==> config.mk <==
export PLATFORM = sky130hd
export DESIGN_NAME = port_analog_and_slew_control
export DESIGN_NICKNAME = d
export VERILOG_FILES = /design/src/pasc_pkg.sv /design/src/pasc_read_gate.sv /design/src/port_analog_and_slew_control.sv
export SDC_FILE = /design/constraint.sdc
export NUM_CORES = 1
export LEC_CHECK = 0
export BUFFER_PORTS_ARGS = -buffer_cell sky130_fd_sc_hd__buf_2
export CORE_ASPECT_RATIO = 1.1
export CORE_UTILIZATION = 40
export DETAILED_ROUTE_END_ITERATION = 16
export PLACE_DENSITY = 0.72
export SYNTH_ARGS = -nofsm -noshare
export SYNTH_HDL_FRONTEND = slang
export SYNTH_SLANG_ARGS = --single-unit
==> constraint.sdc <==
create_clock -name core_clk -period 1.25 [get_ports core_clk]
set_input_delay 0.125 -clock core_clk [delete_from_list [all_inputs] [get_ports core_clk]]
set_output_delay 0.125 -clock core_clk [all_outputs]
set_load 0.1 [all_outputs]
==> src/pasc_pkg.sv <==
// Notes on behaviour
// - A pin whose analog select bit is set reads back as 0 on every read of its port bit.
// - Analog select never changes what a pin drives; an output pin keeps driving its latch.
// - Analog select low bits 7..0 map to port E pins 2,1,0 and port A pins 5,3,2,1,0.
// - An analog select bit of 1 disables the digital input, 0 enables it.
// - Analog select high bits 4..0 map to port B pins 0,4,1,3,2.
// - Bits 7..5 of analog select high and of slew select are unimplemented and read 0.
// - Reset value of analog select high bits follows the port B analog default config bit.
// - Each port has a slew select choosing standard or 0.1x reduced edge rate.
// - After reset every port uses the reduced edge rate.
// - Slew bits 4..0 select ports E,D,C,B,A; 1 limits the rate, 0 is standard.
// - Port A pin 6 uses the standard rate while it carries the clock output function.
// - On the small package the port E analog bits and port D/E slew bits are absent.
package pasc_pkg;

  // ==========================================================
  // Register map
  localparam logic [3:0] ANALOG_SELECT_LOW_OFS = 4'h0;
  localparam logic [3:0] ANALOG_SELECT_HIGH_OFS = 4'h1;
  localparam logic [3:0] SLEW_RATE_SELECT_OFS = 4'h2;
  localparam logic [3:0] PORT_A_READ_OFS = 4'h3;
  localparam logic [3:0] PORT_B_READ_OFS = 4'h4;
  localparam logic [3:0] PORT_E_READ_OFS = 4'h5;

  // ==========================================================
  // Reset values and implemented masks
  localparam logic [7:0] ANALOG_LOW_RESET = 8'hFF;
  localparam logic [7:0] ANALOG_HIGH_MASK = 8'h1F;
  localparam logic [7:0] SLEW_RESET = 8'h1F;
  localparam logic [7:0] SLEW_MASK = 8'h1F;
  localparam logic [7:0] ANALOG_LOW_SMALL_MASK = 8'h1F;
  localparam logic [7:0] SLEW_SMALL_MASK = 8'h07;

  // ==========================================================
  // Field positions
  localparam int ALOW_E2 = 7;
  localparam int ALOW_E1 = 6;
  localparam int ALOW_E0 = 5;
  localparam int ALOW_A5 = 4;
  localparam int ALOW_A3 = 3;
  localparam int ALOW_A2 = 2;
  localparam int ALOW_A1 = 1;
  localparam int ALOW_A0 = 0;
  localparam int AHIGH_B0 = 4;
  localparam int AHIGH_B4 = 3;
  localparam int AHIGH_B1 = 2;
  localparam int AHIGH_B3 = 1;
  localparam int AHIGH_B2 = 0;
  localparam int SLEW_E = 4;
  localparam int SLEW_D = 3;
  localparam int SLEW_C = 2;
  localparam int SLEW_B = 1;
  localparam int SLEW_A = 0;
  localparam int PIN_A6 = 6;

endpackage

==> src/pasc_read_gate.sv <==
`timescale 1ns/1ps
// Masks one port's raw pin levels with its per-pin analog disables.
module pasc_read_gate
(
  input wire logic [7:0] pinLevel,
  input wire logic [7:0] analogDisable,
  output logic [7:0] readValue
);

  genvar i;
  generate
    for (i = 0; i < 8; i++)
    begin : g_bit
      assign readValue[i] = pinLevel[i] & ~analogDisable[i];
    end
  endgenerate

endmodule

==> src/port_analog_and_slew_control.sv <==
`timescale 1ns/1ps
module port_analog_and_slew_control
(
  input wire logic core_clk,
  input wire logic rst,
  input wire logic smallPackage,
  input wire logic portb_analog_default_cfg,
  input wire logic clock_output_function,
  input wire logic [3:0] regAddr,
  input wire logic [7:0] regWrData,
  input wire logic regWrStrobe,
  input wire logic regRdStrobe,
  output logic [7:0] regRdData,
  input wire logic [7:0] portAPins,
  input wire logic [7:0] portBPins,
  input wire logic [7:0] portEPins,
  output logic [7:0] portAReadValue,
  output logic [7:0] portBReadValue,
  output logic [7:0] portEReadValue,
  output logic [4:0] portSlewLimit,
  output logic port_a_pin6SlewLimit
);

  // ==========================================================
  // Storage
  logic [7:0] analogLow_q;
  logic [7:0] analogHigh_q;
  logic [7:0] slew_q;
  logic [7:0] regRdData_q;
  logic cfgLoad_q;

  // ==========================================================
  // Variant masks
  wire [7:0] lowMask = smallPackage ? pasc_pkg::ANALOG_LOW_SMALL_MASK : 8'hFF;
  wire [7:0] slewMask = smallPackage ? pasc_pkg::SLEW_SMALL_MASK : pasc_pkg::SLEW_MASK;
  wire [7:0] analogLowEff = analogLow_q & lowMask;
  wire [7:0] slewEff = slew_q & slewMask;
  wire [7:0] analogHighReset = portb_analog_default_cfg ? pasc_pkg::ANALOG_HIGH_MASK : 8'h00;

  wire wrLow = regWrStrobe && (regAddr == pasc_pkg::ANALOG_SELECT_LOW_OFS);
  wire wrHigh = regWrStrobe && (regAddr == pasc_pkg::ANALOG_SELECT_HIGH_OFS);
  wire wrSlew = regWrStrobe && (regAddr == pasc_pkg::SLEW_RATE_SELECT_OFS);

  // ==========================================================
  // Per-pin analog disables arranged by port bit
  wire [7:0] disA;
  wire [7:0] disB;
  wire [7:0] disE;
  assign disA = {2'h0, analogLowEff[pasc_pkg::ALOW_A5], 1'b0,
                 analogLowEff[pasc_pkg::ALOW_A3], analogLowEff[pasc_pkg::ALOW_A2],
                 analogLowEff[pasc_pkg::ALOW_A1], analogLowEff[pasc_pkg::ALOW_A0]};
  assign disB = {3'h0, analogHigh_q[pasc_pkg::AHIGH_B4], analogHigh_q[pasc_pkg::AHIGH_B3],
                 analogHigh_q[pasc_pkg::AHIGH_B2], analogHigh_q[pasc_pkg::AHIGH_B1],
                 analogHigh_q[pasc_pkg::AHIGH_B0]};
  assign disE = {5'h00, analogLowEff[pasc_pkg::ALOW_E2], analogLowEff[pasc_pkg::ALOW_E1],
                 analogLowEff[pasc_pkg::ALOW_E0]};

  // Gating before the read mux, so read-modify-write sees zero on analog pins
  pasc_read_gate u_gate_a
  (
    .pinLevel(portAPins),
    .analogDisable(disA),
    .readValue(portAReadValue)
  );
  pasc_read_gate u_gate_b
  (
    .pinLevel(portBPins),
    .analogDisable(disB),
    .readValue(portBReadValue)
  );
  pasc_read_gate u_gate_e
  (
    .pinLevel(portEPins),
    .analogDisable(disE),
    .readValue(portEReadValue)
  );

  // No output enable or drive path passes through this block, so outputs are untouched
  assign portSlewLimit = slewEff[4:0];
  assign port_a_pin6SlewLimit = slewEff[pasc_pkg::SLEW_A] & ~clock_output_function;

  // ==========================================================
  // Registers
  always_ff @(posedge core_clk or posedge rst)
  begin
    if (rst)
    begin
      analogLow_q <= pasc_pkg::ANALOG_LOW_RESET;
      slew_q <= pasc_pkg::SLEW_RESET;
      analogHigh_q <= 8'h00;
      cfgLoad_q <= 1'b1;
    end
    else
    begin
      // Config bit is caught after release since async reset takes constants only
      cfgLoad_q <= 1'b0;
      if (cfgLoad_q)
        analogHigh_q <= analogHighReset;
      else if (wrHigh)
        analogHigh_q <= regWrData & pasc_pkg::ANALOG_HIGH_MASK;
      if (wrLow)
        analogLow_q <= regWrData;
      if (wrSlew)
        slew_q <= regWrData & pasc_pkg::SLEW_MASK;
    end
  end

  // ==========================================================
  // Read mux, data one cycle after the strobe
  logic [7:0] rdMux;
  always_comb
  begin
    unique case (regAddr)
      pasc_pkg::ANALOG_SELECT_LOW_OFS: rdMux = analogLowEff;
      pasc_pkg::ANALOG_SELECT_HIGH_OFS: rdMux = analogHigh_q;
      pasc_pkg::SLEW_RATE_SELECT_OFS: rdMux = slewEff;
      pasc_pkg::PORT_A_READ_OFS: rdMux = portAReadValue;
      pasc_pkg::PORT_B_READ_OFS: rdMux = portBReadValue;
      pasc_pkg::PORT_E_READ_OFS: rdMux = portEReadValue;
      default: rdMux = 8'h00;
    endcase
  end

  always_ff @(posedge core_clk or posedge rst)
  begin
    if (rst)
      regRdData_q <= 8'h00;
    else
      regRdData_q <= regRdStrobe ? rdMux : 8'h00;
  end

  assign regRdData = regRdData_q;

endmodule

[Word level (Yosys, flattened, before mapping)]
Index checks and enable logic that the tools add are counted.
Operators by class
  eq/ne operators: 5
  mux-type cells: 7
  bitwise logic cells: 30
  reductions and logical operators: 5
Operators by type and width (count)
  8-bit one-hot mux with 6 select lines: 1
  8-bit two-way mux: 4
  1-bit AND: 14
  1-bit inverter: 14
  5-bit two-way mux: 2
  8-bit AND: 1
  4-bit by 2-bit == test with 1-bit output, second input constant: 2
  4-bit by 3-bit == test with 1-bit output, second input constant: 2
  5-bit AND: 1
  4-bit by 1-bit == test with 1-bit output, second input constant: 1
  4-bit logical NOT: 1
  1-bit logical AND: 3
  2-bit nonzero test: 1
Storage, ports and cells
  register bits: 30
  bits of input ports: 43
  output and inout port bits: 38
  logic and storage cells: 52

[Logic depth before layout (Yosys ltp)]
  depth after elaboration: 6
  mapped depth: 5
  depth with buffers taken out: 3

[Hierarchy]
A second synthesis with hierarchy kept.
Unflattened totals
  cells, all modules: 147
  area, all modules: 1793.0 µm²
By module, submodules not included
  port_analog_and_slew_control: instances 1, cells an instance 123, area each 1462.7 µm², seq. area each 693.2 µm²
  pasc_read_gate: instances 3, cells an instance 8, area each 110.1 µm², seq. area each 0.0 µm²

[Worst setup path before layout]
Ideal clock, no wire load.
  path kind: flip-flop to flip-flop
  start: register slew_q[3]
  end: register regRdData_q[3], in the netlist regRdData[3]
  setup time: 0.084 ns
  arrival: 2.276 ns
  data required time: 1.166 ns
  slack: -1.109 ns
  stages on the path, launching flop included: 4
  buffers on the path: 0
  clock period less this slack: 2.359 ns
  cells stage by stage: dfstp_2 nor2b_1 a22oi_1 a31oi_1
On the way
  cells in the longest elaborated chain, start to end: 3
RTL lines
  start, declared: line port_analog_and_slew_control.sv:28  | logic [7:0] slew_q;
  start signal, assigned: line port_analog_and_slew_control.sv:89  | slew_q <= pasc_pkg::SLEW_RESET;
  start signal, assigned: line port_analog_and_slew_control.sv:104  | slew_q <= regWrData & pasc_pkg::SLEW_MASK;
  5-bit AND: line port_analog_and_slew_control.sv:37  | wire [7:0] slewEff = slew_q & slewMask;
  named net portSlewLimit[3]: line port_analog_and_slew_control.sv:20  | output logic [4:0] portSlewLimit,
  8-bit one-hot mux with 6 select lines: line port_analog_and_slew_control.sv:113  | unique case (regAddr)
  8-bit two-way mux: line port_analog_and_slew_control.sv:129  | regRdData_q <= regRdStrobe ? rdMux : 8'h00;
  end signal, assigned: line port_analog_and_slew_control.sv:129
  end, declared: line port_analog_and_slew_control.sv:29  | logic [7:0] regRdData_q;
The timed path passes the listed nets, and every way through them passes these cells.
A chain may end at the register's enable or synchronous reset.

[Worst setup path in the final report]
  start: register analogLow_q[6]
  end: output portEReadValue[1]
On the way
  cells in the longest elaborated chain, start to end: 3
RTL lines
  start, declared: line port_analog_and_slew_control.sv:26  | logic [7:0] analogLow_q;
  start signal, assigned: line port_analog_and_slew_control.sv:88  | analogLow_q <= pasc_pkg::ANALOG_LOW_RESET;
  start signal, assigned: line port_analog_and_slew_control.sv:102  | analogLow_q <= regWrData;
  8-bit AND: line port_analog_and_slew_control.sv:36  | wire [7:0] analogLowEff = analogLow_q & lowMask;
  1-bit inverter: line pasc_read_gate.sv:14  | assign readValue[i] = pinLevel[i] & ~analogDisable[i];
  1-bit AND: line pasc_read_gate.sv:14
  end, declared: line port_analog_and_slew_control.sv:19  | output logic [7:0] portEReadValue,
No other way between the ends.

==> summary.md <==
| Metric | Value |
|---|---|
| Finished Layout Cells | 280 |
| Seq/Total Area, Yosys | between 40% and 50% |
| Buf/Inv on CP | 1 |
| Vias per cell | around 5.2 |
| Met3 Use GR | 2.67% |
| Unrepaired setup endpoints after global routing | true |
| Ant diodes | 0 |
| Starting Density | 42.9% |
| Clk slew on worst S/H paths | approximately 90 ps |
| Synth Cell Area | ~0.0016 sq mm |
| Warnings from Yosys | 0 |
| Mean post-synth cell area | 11.4 sq um |
| Core Region | roughly 0.0037 sq mm |
| First-pass GRT wire length | 6820 um |
| Min Tclk post-route | between 1000 and 1500 ps |
| CP Launch Type | flip-flop |
| DIE AREA | around 0.0042 sq mm |
| Synth unique cells | 25 |
| Post-route ant nets | 0 |
| Number of antenna violations at the first check in global routing | 0 |
| Top Ports | 81 |
| Layout area overhead | 60.3% |
| Top Usage Layer GRT | met2 |
| Most frequent cells in the layout | buf_2, mux2_2, buf_4, buf_12, dfstp_2 |
| Slowest CP cell | dfstp_2 |
| Clk root buf | clkbuf_8 |
| Deepest clock path buffer count | 2 |
| Final weighted congestion in routability-driven placement | slightly below 0.9 |
| Post-synth EDFFs | 0 |
| Die H | about 68 um |
| Crit-path leading delay family | flip-flops |
| Placed inst area | 0.00235 sq mm |
| Fin Hold WS | around 75 ps |
| Synth area leaders | dfstp_2, dfrtp_1, mux2_2, buf_4, nor2b_1 |
| R2R setup slack | -10 ps |
| Hpwl dp | ~3300 um |
| Lkg Pwr | roughly 1.2 nW |
| Synth Net Count | 183 |
| Failing checks | setup timing |
| Setup crit end kind | output pin |
| Worst path arrival time | between 1000 and 1500 ps |
| GR Util met2 | a little over a third |
| Cell Chain, Critical Path | nand2b_4 > and2_4 > buf_12 |
| Most common cell after layout, fill and taps aside | buf_2 |
| FF+latch count, synth | 27 |
| First-pass DRT Iterations | 4 |
| Clk_lat worst skew | about 280 ps |
| Yosys top cell area share | a little under a quarter |
| Routed vias | roughly 1,400 |
| Power Density | 1400 mW/mm^2 |
| Setup WS post-layout | -80.3 ps |
| Max Cap Violations | 0 |
| Met1 Use GR | between 20 and 30% |
| Htree depth | 1 |
| IR Drop Worst-Case VDD | about 0.83 mV |
| Fin util | between 60% and 70% |
| Post-Place Cells | roughly 260 |
| Pins Over Slew Limit | 0 |
| Slowest cell delay on critical path | ~570 ps |
| Die width | 62.2 um |
| GR Overflow Total | 0 |
| IO buf count | 80 |
| Fraction of layout cells with a size suffix above 1 | around 73% |
| Largest net degree at the start of global routing | 28 |
| Rows | 23 |
| FFs w/ async S/R, synth | 100% |
| Vias in the first global route | between 1,000 and 1,500 |
| Largest area contributor in the netlist | dfstp_2 |
| Number of buffers created by CTS | 3 |
| CP Class | flip-flop to output pin |
| Wire per inst | 15.5 um |
| Endpoints failing setup | 7 |
| DRT iter0 DRCs | 62 |
| Part of the cycle the worst path needs | 106% |
| Crit path max fanout | 2 |
| Gr usage total | 21.1% |
| Fin. Hold Viols | 0 |
| Worst Hold Class | input pin to flip-flop |
| Clk_skew | a little under 6 ps |
| Top_reg_cell synth | dfstp_2 |
| Post-Synthesis Cells | between 100 and 150 |
| Status | finished, violations left |
| Required time of the critical path | between 1000 and 1500 ps |
| Fillers | 262 |
| Sinks on Clock Net | 27 |
| Worst slack at placement | -52.3 ps |
| Design area | ~0.0026 sq mm |
| Final nets | approximately 270 |
| DRC | 0 |
| Routed wire length | between 4000 and 5000 um |
| CTS tree | built |
| Max Freq | around 750 MHz |
## sequential cells by signal, indices dropped and copies added, names as in the netlist
register and count:
analogLow_q 8, analogHigh_q 5, slew_q 5, regRdData 8, cfgLoad_q 1
## cell usage after synthesis (all sizes together) (2+ instances only)
library cell and instances:
a21oi 3, a22oi 10, a31oi 6, a32oi 6
and2 3, and4bb 2, buf 18, dfrtp 13
dfstp 14, inv 6, mux2 23, nand2 8
nand2b 3, nor2b 13, nor4b 2, o21ai 5
## layout make-up
class | count | area (sq um) | share of cell area [%]
Clock buffer | 3 | 41.3 | 1.62
Clock inverter | 1 | 5.00 | 0.196
Multi-Input combinational cell | 89 | 856 | 33.5
Tap cell | 50 | 62.6 | 2.45
Inverter | 6 | 22.5 | 0.882
Sequential cell | 27 | 693 | 27.2
Timing Repair Buffer | 104 | 872 | 34.2
## what timing repair did
action                                  4_1_cts  5_1_grt
pin swaps                                     4        1
cloned                                        0        0
hold buffers                                  1        0
gates resized for setup                      15        2
endpoints found under the hold margin        13        0
setup buffers                                 8        4
endpoints found under the setup margin        7       11
## per-stage QoR
stage,power [W],setup TNS (ps)
floorplan,0.00241,-360
global placement,0.00291,-32.4
detailed placement,0.00293,-329
CTS,0.00353,-386
global route,0.00369,-624
finish,0.00356,-360
## metal layers
layer	wire [um]	vias to the layer above
li1	-	670
met1	1840	685
met2	2100	83
met3	310	7
met4	85	0
met5	0	-
## cells by family after synthesis
family	synth area share [%]
and+or+nand+nor	16.3
AOI/OAI and AO/OA	13.8
other	0.235
buffers and inverters	9.82
muxes	16.3
DFF	43.5
## power by group
part           switching, W  internal, W  total (W)
registers          0.000141      0.00107    0.00122
clock network      0.000283     0.000224   0.000507
logic               0.00111     0.000731    0.00184
total               0.00153      0.00203    0.00356
## worst paths after layout
path                                     endpoint             from  cells after the start
worst max-delay path            portEReadValue[1]   analogLow_q[6]                      3
worst min-delay path               analogLow_q[7]     regWrData[7]                      2
worst max register to register       regRdData[1]   analogLow_q[6]                      5
worst min register to register    analogHigh_q[0]  analogHigh_q[0]                      1
max in group asynchronous          analogLow_q[7]              rst                      4
min in group asynchronous         analogHigh_q[4]              rst                      4
No activity file was read; power rests on OpenSTA's default activity.
